--- config.mk ---
export PLATFORM = sky130hd
export DESIGN_NAME = rwc_ctrl
export DESIGN_NICKNAME = d
export VERILOG_FILES = /design/src/shared/rwc_pkg.sv /design/src/rtl/rwc_ctrl.sv /design/src/rtl/rwc_rdy_sync.sv
export SDC_FILE = /design/constraint.sdc
export NUM_CORES = 1
export LEC_CHECK = 0
export BUFFER_PORTS_ARGS = -buffer_cell sky130_fd_sc_hd__buf_4
export CAP_MARGIN = 20
export CORE_UTILIZATION = 62
export DETAILED_ROUTE_END_ITERATION = 10
export GPL_TIMING_DRIVEN = 0
export PLACE_DENSITY = 0.82
export SYNTH_ARGS = -nofsm -noshare
export SYNTH_HDL_FRONTEND = slang
export SYNTH_SLANG_ARGS = --single-unit
export TNS_END_PERCENT = 100
--- constraint.sdc ---
create_clock -name i_ref_clk -period 5.7 [get_ports i_ref_clk]
set_clock_uncertainty 0.15 [all_clocks]
set_input_delay 1.14 -clock i_ref_clk [delete_from_list [all_inputs] [get_ports i_ref_clk]]
set_output_delay 1.14 -clock i_ref_clk [all_outputs]
set_load 0.005 [all_outputs]
--- src/shared/rwc_pkg.sv ---
// Purpose: Shared constants and types for the ready wait-state controller
// Assumes: One clock at 25 MHz; no software registers
// Notes:   Phase lengths count in bus clock states
`default_nettype none
package rwc_pkg;
   // ****************************************
   // Phase limits
   // ****************************************
   localparam int unsigned ACC_LEN_W     = 6;
   localparam logic [5:0]  ACC_LEN_MIN   = 6'h01;
   localparam logic [5:0]  ACC_LEN_MAX   = 6'h20;
   localparam logic [5:0]  ACC_LEN_RST   = 6'h01;
   localparam int unsigned WAIT_CNT_W    = 16;
   localparam logic [15:0] WAIT_LIMIT_RST = 16'hFFFF;
   // Asynchronous sampling point trails the synchronous one by this many states
   localparam logic [1:0]  ASYNC_EXTRA   = 2'h1;

   // ****************************************
   // Types
   // ****************************************
   typedef struct packed {
      logic       rdy_high_act;
      logic       rdy_async;
      logic       rdy_en;
      logic [5:0] acc_len;
   } rwc_cfg_t;

   typedef struct packed {
      logic       busy;
      logic       strobe;
      logic       done;
      logic       timeout;
   } rwc_stat_t;

   typedef enum logic [3:0] {
      ST_IDLE = 4'h1,
      ST_ACC  = 4'h2,
      ST_WAIT = 4'h4,
      ST_END  = 4'h8
   } rwc_state_t;
endpackage
`default_nettype wire
--- src/rtl/rwc_ctrl.sv ---
// Purpose: Access-phase wait-state control driven by the ready handshake
// Assumes: Bus sequencer raises i_start for one cycle per access
// Notes:   No software registers; configuration arrives as a struct
`timescale 1ns/1ps
`default_nettype none
// Functional notes
// - Ready polarity is selectable high-active or low-active.
// - Synchronous mode uses ready with minimal delay; partner syncs to bus clock.
// - Asynchronous mode adds a sync stage, costing at least one waitstate.
// - First sampling point follows the programmed access phase length.
// - Inactive ready at a sample inserts one waitstate, then resamples.
// - Active ready at a sample ends the access phase.
// - Async sampling point lies later than synchronous one.
// - Ready may extend access beyond mandatory waitstates.
module rwc_ctrl #(
   parameter logic [15:0] WAIT_LIMIT = rwc_pkg::WAIT_LIMIT_RST
) (
   input  wire logic              i_ref_clk,
   input  wire logic              i_nrst,
   input  wire logic              i_start,
   input  wire rwc_pkg::rwc_cfg_t i_cfg,
   input  wire logic              i_rdy_pin,
   output logic                   o_strobe_n,
   output logic                   o_busy,
   output logic                   o_done,
   output logic                   o_wait_state,
   output logic                   o_timeout
);
   rwc_pkg::rwc_state_t st_r;
   rwc_pkg::rwc_state_t st_nxt;
   rwc_pkg::rwc_cfg_t   cfg_r;
   rwc_pkg::rwc_cfg_t   cfg_nxt;
   logic [5:0]          cnt_r;
   logic [5:0]          cnt_nxt;
   logic [15:0]         wcnt_r;
   logic [15:0]         wcnt_nxt;
   logic                strobe_n_r;
   logic                strobe_n_nxt;
   logic                done_r;
   logic                done_nxt;
   logic                wait_r;
   logic                wait_nxt;
   logic                tmo_r;
   logic                tmo_nxt;
   logic                rdy_sync;
   logic                rdy_async;
   logic                rdy_sel;
   logic                skip_r;
   logic                skip_nxt;
   logic                busy_r;
   logic                busy_nxt;

   rwc_rdy_sync u_sync (
      .i_ref_clk  (i_ref_clk),
      .i_nrst     (i_nrst),
      .i_rdy_pin  (i_rdy_pin),
      .i_high_act (cfg_r.rdy_high_act),
      .o_rdy_sync (rdy_sync),
      .o_rdy_async(rdy_async)
   );

   // Mode picks the tap; async tap lags one state behind
   assign rdy_sel = cfg_r.rdy_async ? rdy_async : rdy_sync;

   function automatic logic [5:0] clamp_len(input logic [5:0] len);
      if (len < rwc_pkg::ACC_LEN_MIN) begin
         clamp_len = rwc_pkg::ACC_LEN_MIN;
      end else if (len > rwc_pkg::ACC_LEN_MAX) begin
         clamp_len = rwc_pkg::ACC_LEN_MAX;
      end else begin
         clamp_len = len;
      end
   endfunction

   // ****************************************
   // Sequencer
   // ****************************************
   always_comb begin
      st_nxt       = st_r;
      cfg_nxt      = cfg_r;
      cnt_nxt      = cnt_r;
      wcnt_nxt     = wcnt_r;
      strobe_n_nxt = strobe_n_r;
      done_nxt     = 1'b0;
      wait_nxt     = 1'b0;
      tmo_nxt      = tmo_r;
      skip_nxt     = skip_r;
      unique case (st_r)
         rwc_pkg::ST_IDLE: begin
            if (i_start) begin
               cfg_nxt         = i_cfg;
               cfg_nxt.acc_len = clamp_len(i_cfg.acc_len);
               cnt_nxt         = clamp_len(i_cfg.acc_len) - 6'h01;
               wcnt_nxt        = 16'h0000;
               strobe_n_nxt    = 1'b0;
               tmo_nxt         = 1'b0;
               skip_nxt        = i_cfg.rdy_async;
               st_nxt          = rwc_pkg::ST_ACC;
            end
         end
         rwc_pkg::ST_ACC: begin
            // Mandatory waitstates; ready is not looked at here
            if (cnt_r != 6'h00) begin
               cnt_nxt = cnt_r - 6'h01;
            end else if (!cfg_r.rdy_en) begin
               st_nxt = rwc_pkg::ST_END;
            end else begin
               st_nxt = rwc_pkg::ST_WAIT;
            end
         end
         rwc_pkg::ST_WAIT: begin
            wcnt_nxt = wcnt_r + 16'h0001;
            if (skip_r) begin
               // Async: first sample slot lost to the extra stage
               skip_nxt = 1'b0;
               wait_nxt = 1'b1;
            end else if (rdy_sel) begin
               st_nxt = rwc_pkg::ST_END;
            end else if (wcnt_r == WAIT_LIMIT) begin
               // Guard against a partner that never answers
               tmo_nxt = 1'b1;
               st_nxt  = rwc_pkg::ST_END;
            end else begin
               wait_nxt = 1'b1;
            end
         end
         rwc_pkg::ST_END: begin
            strobe_n_nxt = 1'b1;
            done_nxt     = 1'b1;
            st_nxt       = rwc_pkg::ST_IDLE;
         end
         default: begin
            st_nxt = rwc_pkg::ST_IDLE;
         end
      endcase
      // Registered so the busy pin carries no decode glitch
      busy_nxt = (st_nxt != rwc_pkg::ST_IDLE);
   end

   always_ff @(posedge i_ref_clk) begin
      if (!i_nrst) begin
         st_r       <= rwc_pkg::ST_IDLE;
         cfg_r      <= '0;
         cnt_r      <= 6'h00;
         wcnt_r     <= 16'h0000;
         strobe_n_r <= 1'b1;
         done_r     <= 1'b0;
         wait_r     <= 1'b0;
         tmo_r      <= 1'b0;
         skip_r     <= 1'b0;
         busy_r     <= 1'b0;
      end else begin
         st_r       <= st_nxt;
         cfg_r      <= cfg_nxt;
         cnt_r      <= cnt_nxt;
         wcnt_r     <= wcnt_nxt;
         strobe_n_r <= strobe_n_nxt;
         done_r     <= done_nxt;
         wait_r     <= wait_nxt;
         tmo_r      <= tmo_nxt;
         skip_r     <= skip_nxt;
         busy_r     <= busy_nxt;
      end
   end

   assign o_strobe_n   = strobe_n_r;
   assign o_busy       = busy_r;
   assign o_done       = done_r;
   assign o_wait_state = wait_r;
   assign o_timeout    = tmo_r;

   // ****************************************
   // Checks
   // ****************************************
   AST_NO_RDY_IN_ACC: assert property (@(posedge i_ref_clk) disable iff (!i_nrst)
      (st_r == rwc_pkg::ST_ACC) && (cnt_r != 6'h00)
      |=> (st_r == rwc_pkg::ST_ACC) && !o_wait_state && !o_done)
      else $error("ready acted during mandatory waitstates");
   AST_RDY_ENDS: assert property (@(posedge i_ref_clk) disable iff (!i_nrst)
      (st_r == rwc_pkg::ST_WAIT) && !skip_r && rdy_sel |=> (st_r == rwc_pkg::ST_END)
      ##1 (o_strobe_n && o_done))
      else $error("active ready did not end cycle");
   AST_NOT_RDY_WAITS: assert property (@(posedge i_ref_clk) disable iff (!i_nrst)
      (st_r == rwc_pkg::ST_WAIT) && !rdy_sel && (wcnt_r != WAIT_LIMIT)
      |=> o_wait_state && (st_r == rwc_pkg::ST_WAIT))
      else $error("inactive ready did not insert waitstate");
   AST_ASYNC_SKIP: assert property (@(posedge i_ref_clk) disable iff (!i_nrst)
      (st_r == rwc_pkg::ST_WAIT) && skip_r |=> o_wait_state && !o_done)
      else $error("async mode missed its extra waitstate");
   AST_ACC_LEN: assert property (@(posedge i_ref_clk) disable iff (!i_nrst)
      (st_r == rwc_pkg::ST_IDLE) && i_start && (i_cfg.acc_len == 6'h03)
      |=> (st_r == rwc_pkg::ST_ACC) [*3] ##1 (st_r != rwc_pkg::ST_ACC))
      else $error("access phase length wrong");
   AST_ASYNC_LATER: assert property (@(posedge i_ref_clk) disable iff (!i_nrst)
      $rose(st_r == rwc_pkg::ST_WAIT) && cfg_r.rdy_async |-> ##1 (st_r == rwc_pkg::ST_WAIT))
      else $error("async sample not later");
   AST_ASYNC_TAP: assert property (@(posedge i_ref_clk) disable iff (!i_nrst)
      (st_r != rwc_pkg::ST_IDLE) && $stable(cfg_r) |-> (rdy_async == $past(rdy_sync)))
      else $error("async tap does not trail sync tap by one state");
   AST_NO_RDY_EXT: assert property (@(posedge i_ref_clk) disable iff (!i_nrst)
      (st_r == rwc_pkg::ST_ACC) && (cnt_r == 6'h00) && !cfg_r.rdy_en
      |=> (st_r == rwc_pkg::ST_END))
      else $error("cycle extended without ready enabled");
   AST_POLARITY: assert property (@(posedge i_ref_clk) disable iff (!i_nrst)
      (st_r != rwc_pkg::ST_IDLE)
      |-> (rdy_sync == ($past(i_rdy_pin, 2) == cfg_r.rdy_high_act)))
      else $error("polarity not applied");
   AST_TMO: assert property (@(posedge i_ref_clk) disable iff (!i_nrst)
      (st_r == rwc_pkg::ST_WAIT) && !skip_r && !rdy_sel && (wcnt_r == WAIT_LIMIT)
      |=> o_timeout && !o_wait_state && (st_r == rwc_pkg::ST_END))
      else $error("silent partner did not end the cycle");
   AST_DONE_STROBE: assert property (@(posedge i_ref_clk) disable iff (!i_nrst)
      $rose(o_strobe_n) |-> o_done)
      else $error("strobe rose without done");
   AST_START_IGNORED: assert property (@(posedge i_ref_clk) disable iff (!i_nrst)
      (st_r != rwc_pkg::ST_IDLE) && i_start |=> $stable(cfg_r))
      else $error("start taken while busy");
endmodule
`default_nettype wire

--- src/rtl/rwc_rdy_sync.sv ---
// Purpose: Ready pin conditioning: two-stage sync, extra async stage, polarity
// Assumes: Ready pin is asynchronous to i_ref_clk at board level
// Notes:   Outputs are combinational polarity compares of registered stages
`timescale 1ns/1ps
`default_nettype none
module rwc_rdy_sync (
   input  wire logic i_ref_clk,
   input  wire logic i_nrst,
   input  wire logic i_rdy_pin,
   input  wire logic i_high_act,
   output logic      o_rdy_sync,
   output logic      o_rdy_async
);
   logic meta_r;
   logic meta_nxt;
   logic s2_r;
   logic s2_nxt;
   logic s3_r;
   logic s3_nxt;

   // ****************************************
   // Sampling
   // ****************************************
   always_comb begin
      meta_nxt = i_rdy_pin;
      s2_nxt   = meta_r;
      s3_nxt   = s2_r;
   end

   always_ff @(posedge i_ref_clk) begin
      if (!i_nrst) begin
         meta_r <= 1'b0;
         s2_r   <= 1'b0;
         s3_r   <= 1'b0;
      end else begin
         meta_r <= meta_nxt;
         s2_r   <= s2_nxt;
         s3_r   <= s3_nxt;
      end
   end

   // Polarity applied after sync; meta stage stays untouched
   assign o_rdy_sync  = (s2_r == i_high_act);
   assign o_rdy_async = (s3_r == i_high_act);
endmodule
`default_nettype wire

; Yosys cells after proc, flatten, opt, wreduce, memory -nomap -nowiden
; Index checks and enable logic that the tools add are counted.
; Widths: inputs -> output; s select.
[word_totals]
wordCells = 72
register_bits = 38
[op_classes]
n_lt_le_gt_ge = 2
reduce_logical = 10
mux = 29
eq_ne = 13
n_addsub = 3
[ops]
columns = operator, n
row1 = $mux 6, 6
row2 = $pmux 16 s2, 1
row3 = $mux 4, 6
row4 = $add 16x1->16 const B, 1
row5 = $eq 16x16->1 const B, 1
row6 = $mux 16, 1
row7 = $pmux 4 s3, 1
row8 = $pmux 6 s2, 1
row9 = $sub 6x1->6 const B, 2
row10 = $mux 1, 10
row11 = $ne 2x2->1 const B, 5
row12 = $reduce_and 2->1, 4
row13 = $gt 6x6->1 const B, 1
row14 = $lt 6x1->1 const B, 1
row15 = $pmux 1 s2, 3
row16 = $reduce_bool 2->1, 3
row17 = $reduce_bool 6->1, 1
row18 = $reduce_and 5->1, 1
row19 = $eq 4x1->1 const B, 1
row20 = $eq 4x2->1 const B, 1
row21 = $eq 4x3->1 const B, 1
row22 = $eq 4x4->1 const B, 1
row23 = $ne 4x1->1 const B, 1
row24 = $reduce_and 3->1, 1
row25 = $eq 1x1->1, 2

; Longest topological paths before layout
; Gate-level depths: netlist of run 1.
[logic_depth]
word_depth = 8
mapped_depth = 10
ltp_nobuf = 9

; Hierarchy
; A second synthesis of run 1 with hierarchy kept.
[hier_totals]
hier_cells = 230
area_unflattened_um2 = 1919.3
[by_module_without_submodules]
columns = module, area_each_um2, seq_area_each_um2, cells_each, n_inst
row1 = rwc_ctrl, 1823.0, 700.7, 222, 1
row2 = rwc_rdy_sync, 96.3, 60.1, 8, 1

; Worst setup path before layout of run 1
; Ideal clock, no wire load.
[synth_path]
path_type = in2reg
startpoint = input port i_cfg[1] (netlist name)
endpoint = register cnt_r[4]
arrival_ns = 2.260
setup_ns = 0.119
setup_slack_ns = 3.171
required_time_ns = 5.431
cell_stages = 8
path_cell_list = nor4_1 > o21ai_0 > nor2_1 > a21oi_1 > ha_1 > o21ai_0 > o211ai_1 > o221a_2
[synth_via]
elab_chain_len = 8
[synth_lines]
columns = element, line
row1 = from (decl), rwc_ctrl.sv:21  ; input wire rwc_pkg::rwc_cfg_t i_cfg,
row2 = $gt 6x6->1, rwc_ctrl.sv:68  ; end else if (len > rwc_pkg::ACC_LEN_MAX) begin
row3 = $mux 6, rwc_ctrl.sv:68
row4 = $mux 6 (*), rwc_ctrl.sv:66  ; if (len < rwc_pkg::ACC_LEN_MIN) begin
row5 = $mux 6 (*), rwc_ctrl.sv:90  ; if (i_start) begin
row6 = $mux 6 (*), rwc_ctrl.sv:88  ; unique case (st_r)
row7 = $sub 6x1->6 (*), rwc_ctrl.sv:93  ; cnt_nxt = clamp_len(i_cfg.acc_len) - 6'h01;
row8 = $mux 6 (*), rwc_ctrl.sv:90
row9 = $pmux 6 s2 (*), rwc_ctrl.sv:88
row10 = to (signal assigned), rwc_ctrl.sv:155  ; cnt_r <= cnt_nxt;
row11 = to (decl), rwc_ctrl.sv:33  ; logic [5:0] cnt_r;
; Mark *: on every way between the ends. The rest lies on a longest branch, timed or not. The select of a mux whose other input is x is not followed.
; A chain may end at the register's enable or synchronous reset.

; Worst setup path in the final report of run 1
[layout_path]
startpoint = register st_r[0]
endpoint = register cnt_r[2]
[layout_via]
elab_chain_len = 3
[layout_lines]
columns = element, line
row1 = from (decl), rwc_ctrl.sv:29  ; rwc_pkg::rwc_state_t st_r;
row2 = from (signal assigned), rwc_ctrl.sv:142  ; st_r <= rwc_pkg::ST_IDLE;
row3 = from (signal assigned), rwc_ctrl.sv:153  ; st_r <= st_nxt;
row4 = $eq 4x2->1 or $eq 4x1->1 (tied branches), rwc_ctrl.sv:88
row5 = $ne 2x2->1 (no source line) or $reduce_bool 2->1 (tied branches), -
row6 = $reduce_and 3->1 (no source line), -
; Several ways; a longest one is shown, not always the timed one.

==> flow_summary.ini, run 1 <==
[outcome]
status = finished, violations left
violations = design-rule violations

[clocking]
clk_latency_ns = 0.35
post_cts_resized = 0
cts_buffers = 5
cts_root_buf = clkbuf_4
clockBufferDepth = 2
clk_pin_slew_ns = 0.10
cts_sinks = 38
post_cts_buffers = 0
htree_levels = 2
cts_tree = done
holdBufCountCts = 0

[power_and_ir_drop]
power.leakage_nw = 0.734
powerDensity_mw_per_mm2 = 234
vdd_drop_max_mv = 0.148

[logic_synthesis]
async_reset_ff_frac = 0
synth_seq_area_share = 0.404
yosysMostFrequentCell = dfxtp_1
synth_area_leader_cell = dfxtp_1
syn_inst = 230
mappedNetlistNets = 245
yosys_warnings = 0
synth-edff-count = 0
ys_top_cells_by_count = dfxtp_1 (38), nand2_1 (21), a21oi_1 (20)
syn_avg_cell_area_sq_um = 8.19
synth_seq_cells = 38
synthFlopType = dfxtp_1
yosys-top-cells-area = dfxtp_1 (40%), a21oi_1 (5.3%), nand3_1 (4.3%)
netlist.area_leader.share = 0.404
synth.distinct_cells = 45
syn-cell-area_sq_mm = 0.00188

[global_routing]
grt-ovfl-total = 0
grt_max_degree = 12
grt_pass1_vias = 1635
grt_pass1_wl_um = 7380
track_usage = 0.295
antenna_found_initial = 0

[floorplanning]
core.rowCount = 19
start_util = 0.671
core_sq_mm = 0.00281
design.die.area_sq_mm = 0.00326
die_w_um = 57.1
io_pins = 18
die_h_um = 57.1

[setup_path]
crit_arrival_ns = 3.04
r2r_cells = 10
cp-end-kind = register
path_class = reg2reg
rrSetupSlack_ns = 2.78
rr_endpoint = cnt_r[2]
r2r_start = st_r[0]
cp.required_ns = 5.82
start_kind = register
critPathCapture = cnt_r[2]
cp_max_fo = 10
crit_start = st_r[0]

[drt]
via_per_inst = 6.26
vias = 1778
routed_wl_um = 4360
wl_per_cell_um = 15.4
drc = 2
first_pass_iters = 8
drt-initial-drc-count = 131
ant_nets = 0

[placed_design]
place_congestion = 0.922
dp_hpwl_um = 3220
dp_slack_ns = 2.78
io_buffers = 16

[timing]
whs_ns = 0.290
worst_pin_slew_ns = 0.943
period_share = 0.512
rsz0062_at_grt = false
setup-tns-final_ns = 0
maxSlewHeadroom = 0.370
drv_slew = 0
max_freq_mhz = 343
finalWorstSetupSlack_ns = 2.78
period_needed_ns = 2.92
hold_viol_final = 0
setup-violations-final = 0

[final_layout]
area_growth_pct = 11.0
drive_above_1_share = 0.130
fin_nets = 268
diodes = 0

[min_path]
holdCritPathClass = reg2reg

[flow_run]
maxCapViolations = 0
-- worst max-delay path, cell delays in order (launching register included) --
cell and delay (ns):
dfxtp_1 0.31, buf_4 0.15, nor4b_1 0.67, clkbuf_1 0.40, nor2_1 0.09, a21oi_1 0.15
ha_1 0.29, inv_1 0.06, a311oi_1 0.25, o211ai_1 0.13, a31oi_1 0.19
-- stage by stage --
stage | instances | utilization | instance area [sq um] | power, mW
after floorplan | 230 | - | 1880 | 0.337
after global placement | 277 | 0.728 | 2040 | 0.358
after detailed placement | 277 | 0.728 | 2040 | 0.362
after CTS | 284 | 0.745 | 2090 | 0.488
after global routing | 284 | 0.745 | 2090 | 0.512
final | 284 | 0.745 | 2090 | 0.490
-- registers in the layout (all words and copies together) (netlist names), 3 cells and up --
name    count
cfg_r       3
st_r        4
wcnt_r     16
cnt_r       6
-- cells in the final DEF (no fill, tap or decap), types with 3 or more instances in the layout --
cell / Yosys / layout
o211ai_1: 6 / 6
and3_1: 4 / 4
and2_1: 5 / 5
a21oi_1: 20 / 20
nand3_1: 16 / 16
buf_4: 1 / 17
a31oi_1: 4 / 4
nand2_1: 21 / 21
a211oi_1: 3 / 3
nand2b_1: 3 / 3
nor2_1: 19 / 19
nor3_1: 11 / 11
clkbuf_4: 0 / 5
inv_1: 5 / 5
or3_1: 4 / 4
or4_1: 3 / 3
o31ai_1: 3 / 3
o21ai_0: 14 / 14
mux2i_1: 3 / 3
dfxtp_1: 38 / 38
nand4_1: 5 / 5
clkbuf_1: 7 / 7
xnor2_1: 5 / 5
-- how the worst min path moves through the flow --
| stage | slack [ns] | depth (start not counted) | from | endpoint |
|---|---|---|---|---|
| final | 0.29 | 2 | cnt_r[5] | cnt_r[5] |
| after global routing | 0.32 | 2 | cnt_r[5] | cnt_r[5] |
| after CTS | 0.29 | 2 | cnt_r[5] | cnt_r[5] |
| after detailed placement | 0.28 | 2 | cnt_r[5] | cnt_r[5] |
| after global placement | 0.27 | 1 | u_sync.meta_r | u_sync.s2_r |
| after floorplan | 0.26 | 2 | cnt_r[5] | cnt_r[5] |
-- power breakdown --
group	switching [mW]	leakage, nW	internal (mW)
Combinational	0.0423	0.394	0.0309
Clock	0.0877	0.0308	0.0444
Sequential	0.00889	0.309	0.276
Total	0.139	0.734	0.351
-- metal layers --
metal  vias to the layer above  track usage  part of all wire
met1                       811        0.397              0.47
li1                        890            -                 -
met3                         5       0.0771             0.071
met2                        72        0.472              0.45
met5                         -            0                 0
met4                         0       0.0836             0.011
-- area by class of cell --
| type | instances | area, sq um |
|---|---|---|
| plain buffers | 10 | 56.3 |
| clock inverters | 2 | 10.0 |
| clock buffers | 5 | 37.5 |
| inverters | 6 | 22.5 |
| multi-input cells | 176 | 1040 |
| well taps | 31 | 38.8 |
| flip-flops and latches | 38 | 761 |
| fillers | 225 | 716 |
| repair buffers | 16 | 120 |
-- cells by family (layout without fill, tap and decap cells) --
kind of cell / count (synthesis) / after routing / share of synthesized area
AND/OR/NAND/NOR: 104 / 104 / 0.294
flip-flops: 38 / 38 / 0.404
adder cells (fa/ha/maj): 2 / 2 / 0.0133
XOR/XNOR: 6 / 6 / 0.0279
multiplexers: 4 / 4 / 0.0219
AO/OA/AOI/OAI: 60 / 60 / 0.197
buffers and inverters: 16 / 39 / 0.0419
No activity file was read; power rests on OpenSTA's default activity.
==> run 2, diff against run 1 <==
- CORE_UTILIZATION: 62 -> 58
- PLACE_DENSITY: 0.82 -> 0.77
- clock period: 5.7 -> 2.7 ns (I/O delays scaled with it)
==> run 2 against run 1 <==
  * The flow now finishes without violations
  * Count of clock-buffer cells in the layout up 1
  * Non-clock buffer count down 1
  * Die area up 6.7%
  * Worst setup slack worse by 2.5 ns
  * Sequential share of layout area down 1.5 points
  * Clock power rose to 3.8 times the previous value
  * Wire length down 5.6%
  * Core utilization down 3.7 points
  * Largest cell class unchanged
==> flow_summary.ini, run 2 (synthesis gave the netlist of run 1 again) <==
[outcome]
status = finished clean

[drt]
first_pass_iters = 5
routed_wl_um = 4120
vias = 1773
drt-initial-drc-count = 135
wl_per_cell_um = 13.9
drc = 0
via_per_inst = 5.97
ant_nets = 0

[timing]
maxSlewHeadroom = 0.373
whs_ns = 0.254
finalWorstSetupSlack_ns = 0.250
rsz0062_at_grt = false
drv_slew = 0
hold_viol_final = 0
max_freq_mhz = 408
worst_pin_slew_ns = 0.938
period_needed_ns = 2.45
period_share = 0.907
setup-violations-final = 0

[final_layout]
largest_register_ffs = 16
drive_above_1_share = 0.150
post-route-util = 0.708
layout_common_cells = dfxtp_1 (38), nand2_1 (21), a21oi_1 (20), nor2_1 (19), buf_4 (17)
mostFrequentLayoutCell = dfxtp_1
diodes = 0
fin_nets = 267
postLayoutCellArea_sq_mm = 0.00218
fillers = 270
regArea_sq_um = 761
largestRegisters = wcnt_r x16, cnt_r x6, st_r x4
multi_input_area_sq_mm = 0.00106
top_register = wcnt_r
area_growth_pct = 15.7

[floorplanning]
start_util = 0.612
core.rowCount = 20
core_sq_mm = 0.00308
design.die.area_sq_mm = 0.00348
die_h_um = 59.0
io_pins = 18
die_w_um = 59.0

[setup_path]
crit_arrival_ns = 2.58
rrSetupSlack_ns = 0.25
cp_max_fo = 9
cp_cell_sequence = buf_4 > or4b_4 > and3_1 > a21oi_1 > ha_2 > inv_1 > a311oi_1 > o211ai_1 > a31oi_1
cp.required_ns = 2.83
cpPeakStageDelay_ns = 0.58
cp-end-kind = register
start_kind = register
cpMaxStageDelayCell = or4b_4
path_class = reg2reg

[clocking]
clk_latency_ns = 0.34
cts_sinks = 38
cts_tree = done
holdBufCountCts = 0
clockBufferDepth = 2
cts_buffers = 5
htree_levels = 2
clk_pin_slew_ns = 0.12
post_cts_buffers = 0
cts_root_buf = clkbuf_4

[global_routing]
track_usage = 0.277
grt_max_degree = 13
antenna_found_initial = 0
grt_pass1_vias = 1567
grt-ovfl-total = 0
grt_pass1_wl_um = 7310

[power_and_ir_drop]
power_mw = 1.26
power.leakage_nw = 0.765
vdd_drop_max_mv = 0.434
powerDensity_mw_per_mm2 = 577

[placed_design]
place_congestion = 0.890
dp_slack_ns = -0.0150
post_dp_cell_area_sq_mm = 0.00206
io_buffers = 16
dp_hpwl_um = 3020

[min_path]
holdCritPathClass = in2reg

[flow_run]
maxCapViolations = 0
[run 2: changes by cell type in the layout (fill, tap and decap cells not counted), sizes merged]
| cell | change |
|---|---|
| clkinv | -2 |
| bufinv | +2 |
[run 2: worst paths after layout]
check,from,end,cells after the start
min reg2reg,cnt_r[5],cnt_r[5],2
min,i_rdy_pin,u_sync.meta_r,2
max reg2reg,st_r[0],cnt_r[2],9
max,st_r[0],cnt_r[2],9
[run 2: power breakdown]
group	leakage (nW)	switching (mW)	internal, mW
combinational	0.398	0.0882	0.0664
sequential	0.309	0.0187	0.582
clock	0.0585	0.189	0.314
[run 2: routing by layer]
metal / up-vias / global-route usage / routed length, um
met2: 58 / 0.414 / 1770
met4: 0 / 0.0782 / 52
met3: 8 / 0.0633 / 265
li1: 897 / - / -
met5: - / 0 / 0
met1: 810 / 0.399 / 2030
[run 2: layout make-up]
cell class | count | share of cell area
Multi-Input combinational cell | 176 | 0.484
Sequential cell | 38 | 0.349
Buffer | 9 | 0.0247
Clock buffer | 6 | 0.0235
Tap cell | 44 | 0.0253
Clock inverter | 2 | 0.0276
Timing Repair Buffer | 16 | 0.0551
Inverter | 6 | 0.0103
[run 2: repair_timing]
item | CTS | global route
gates resized for setup | 1 | 4
setup endpoints to repair | 1 | 2
endpoints found under the hold margin | 0 | 0
[run 2: per-stage QoR]
stage,instances,TNS (ns)
6_report,297,0
5_1_grt,297,0
4_1_cts,298,0
3_5_place_dp,290,-0.0150
3_3_place_gp,290,0
2_1_floorplan,230,0
[run 2: worst max-delay path, delay by kind of cell, from the launching register on]
family | cells | cell delay [ns]
fa+ha+maj | 1 | 0.25
simple gates | 2 | 0.80
buf+inv | 2 | 0.20
compound gates | 4 | 0.66
flops | 1 | 0.31
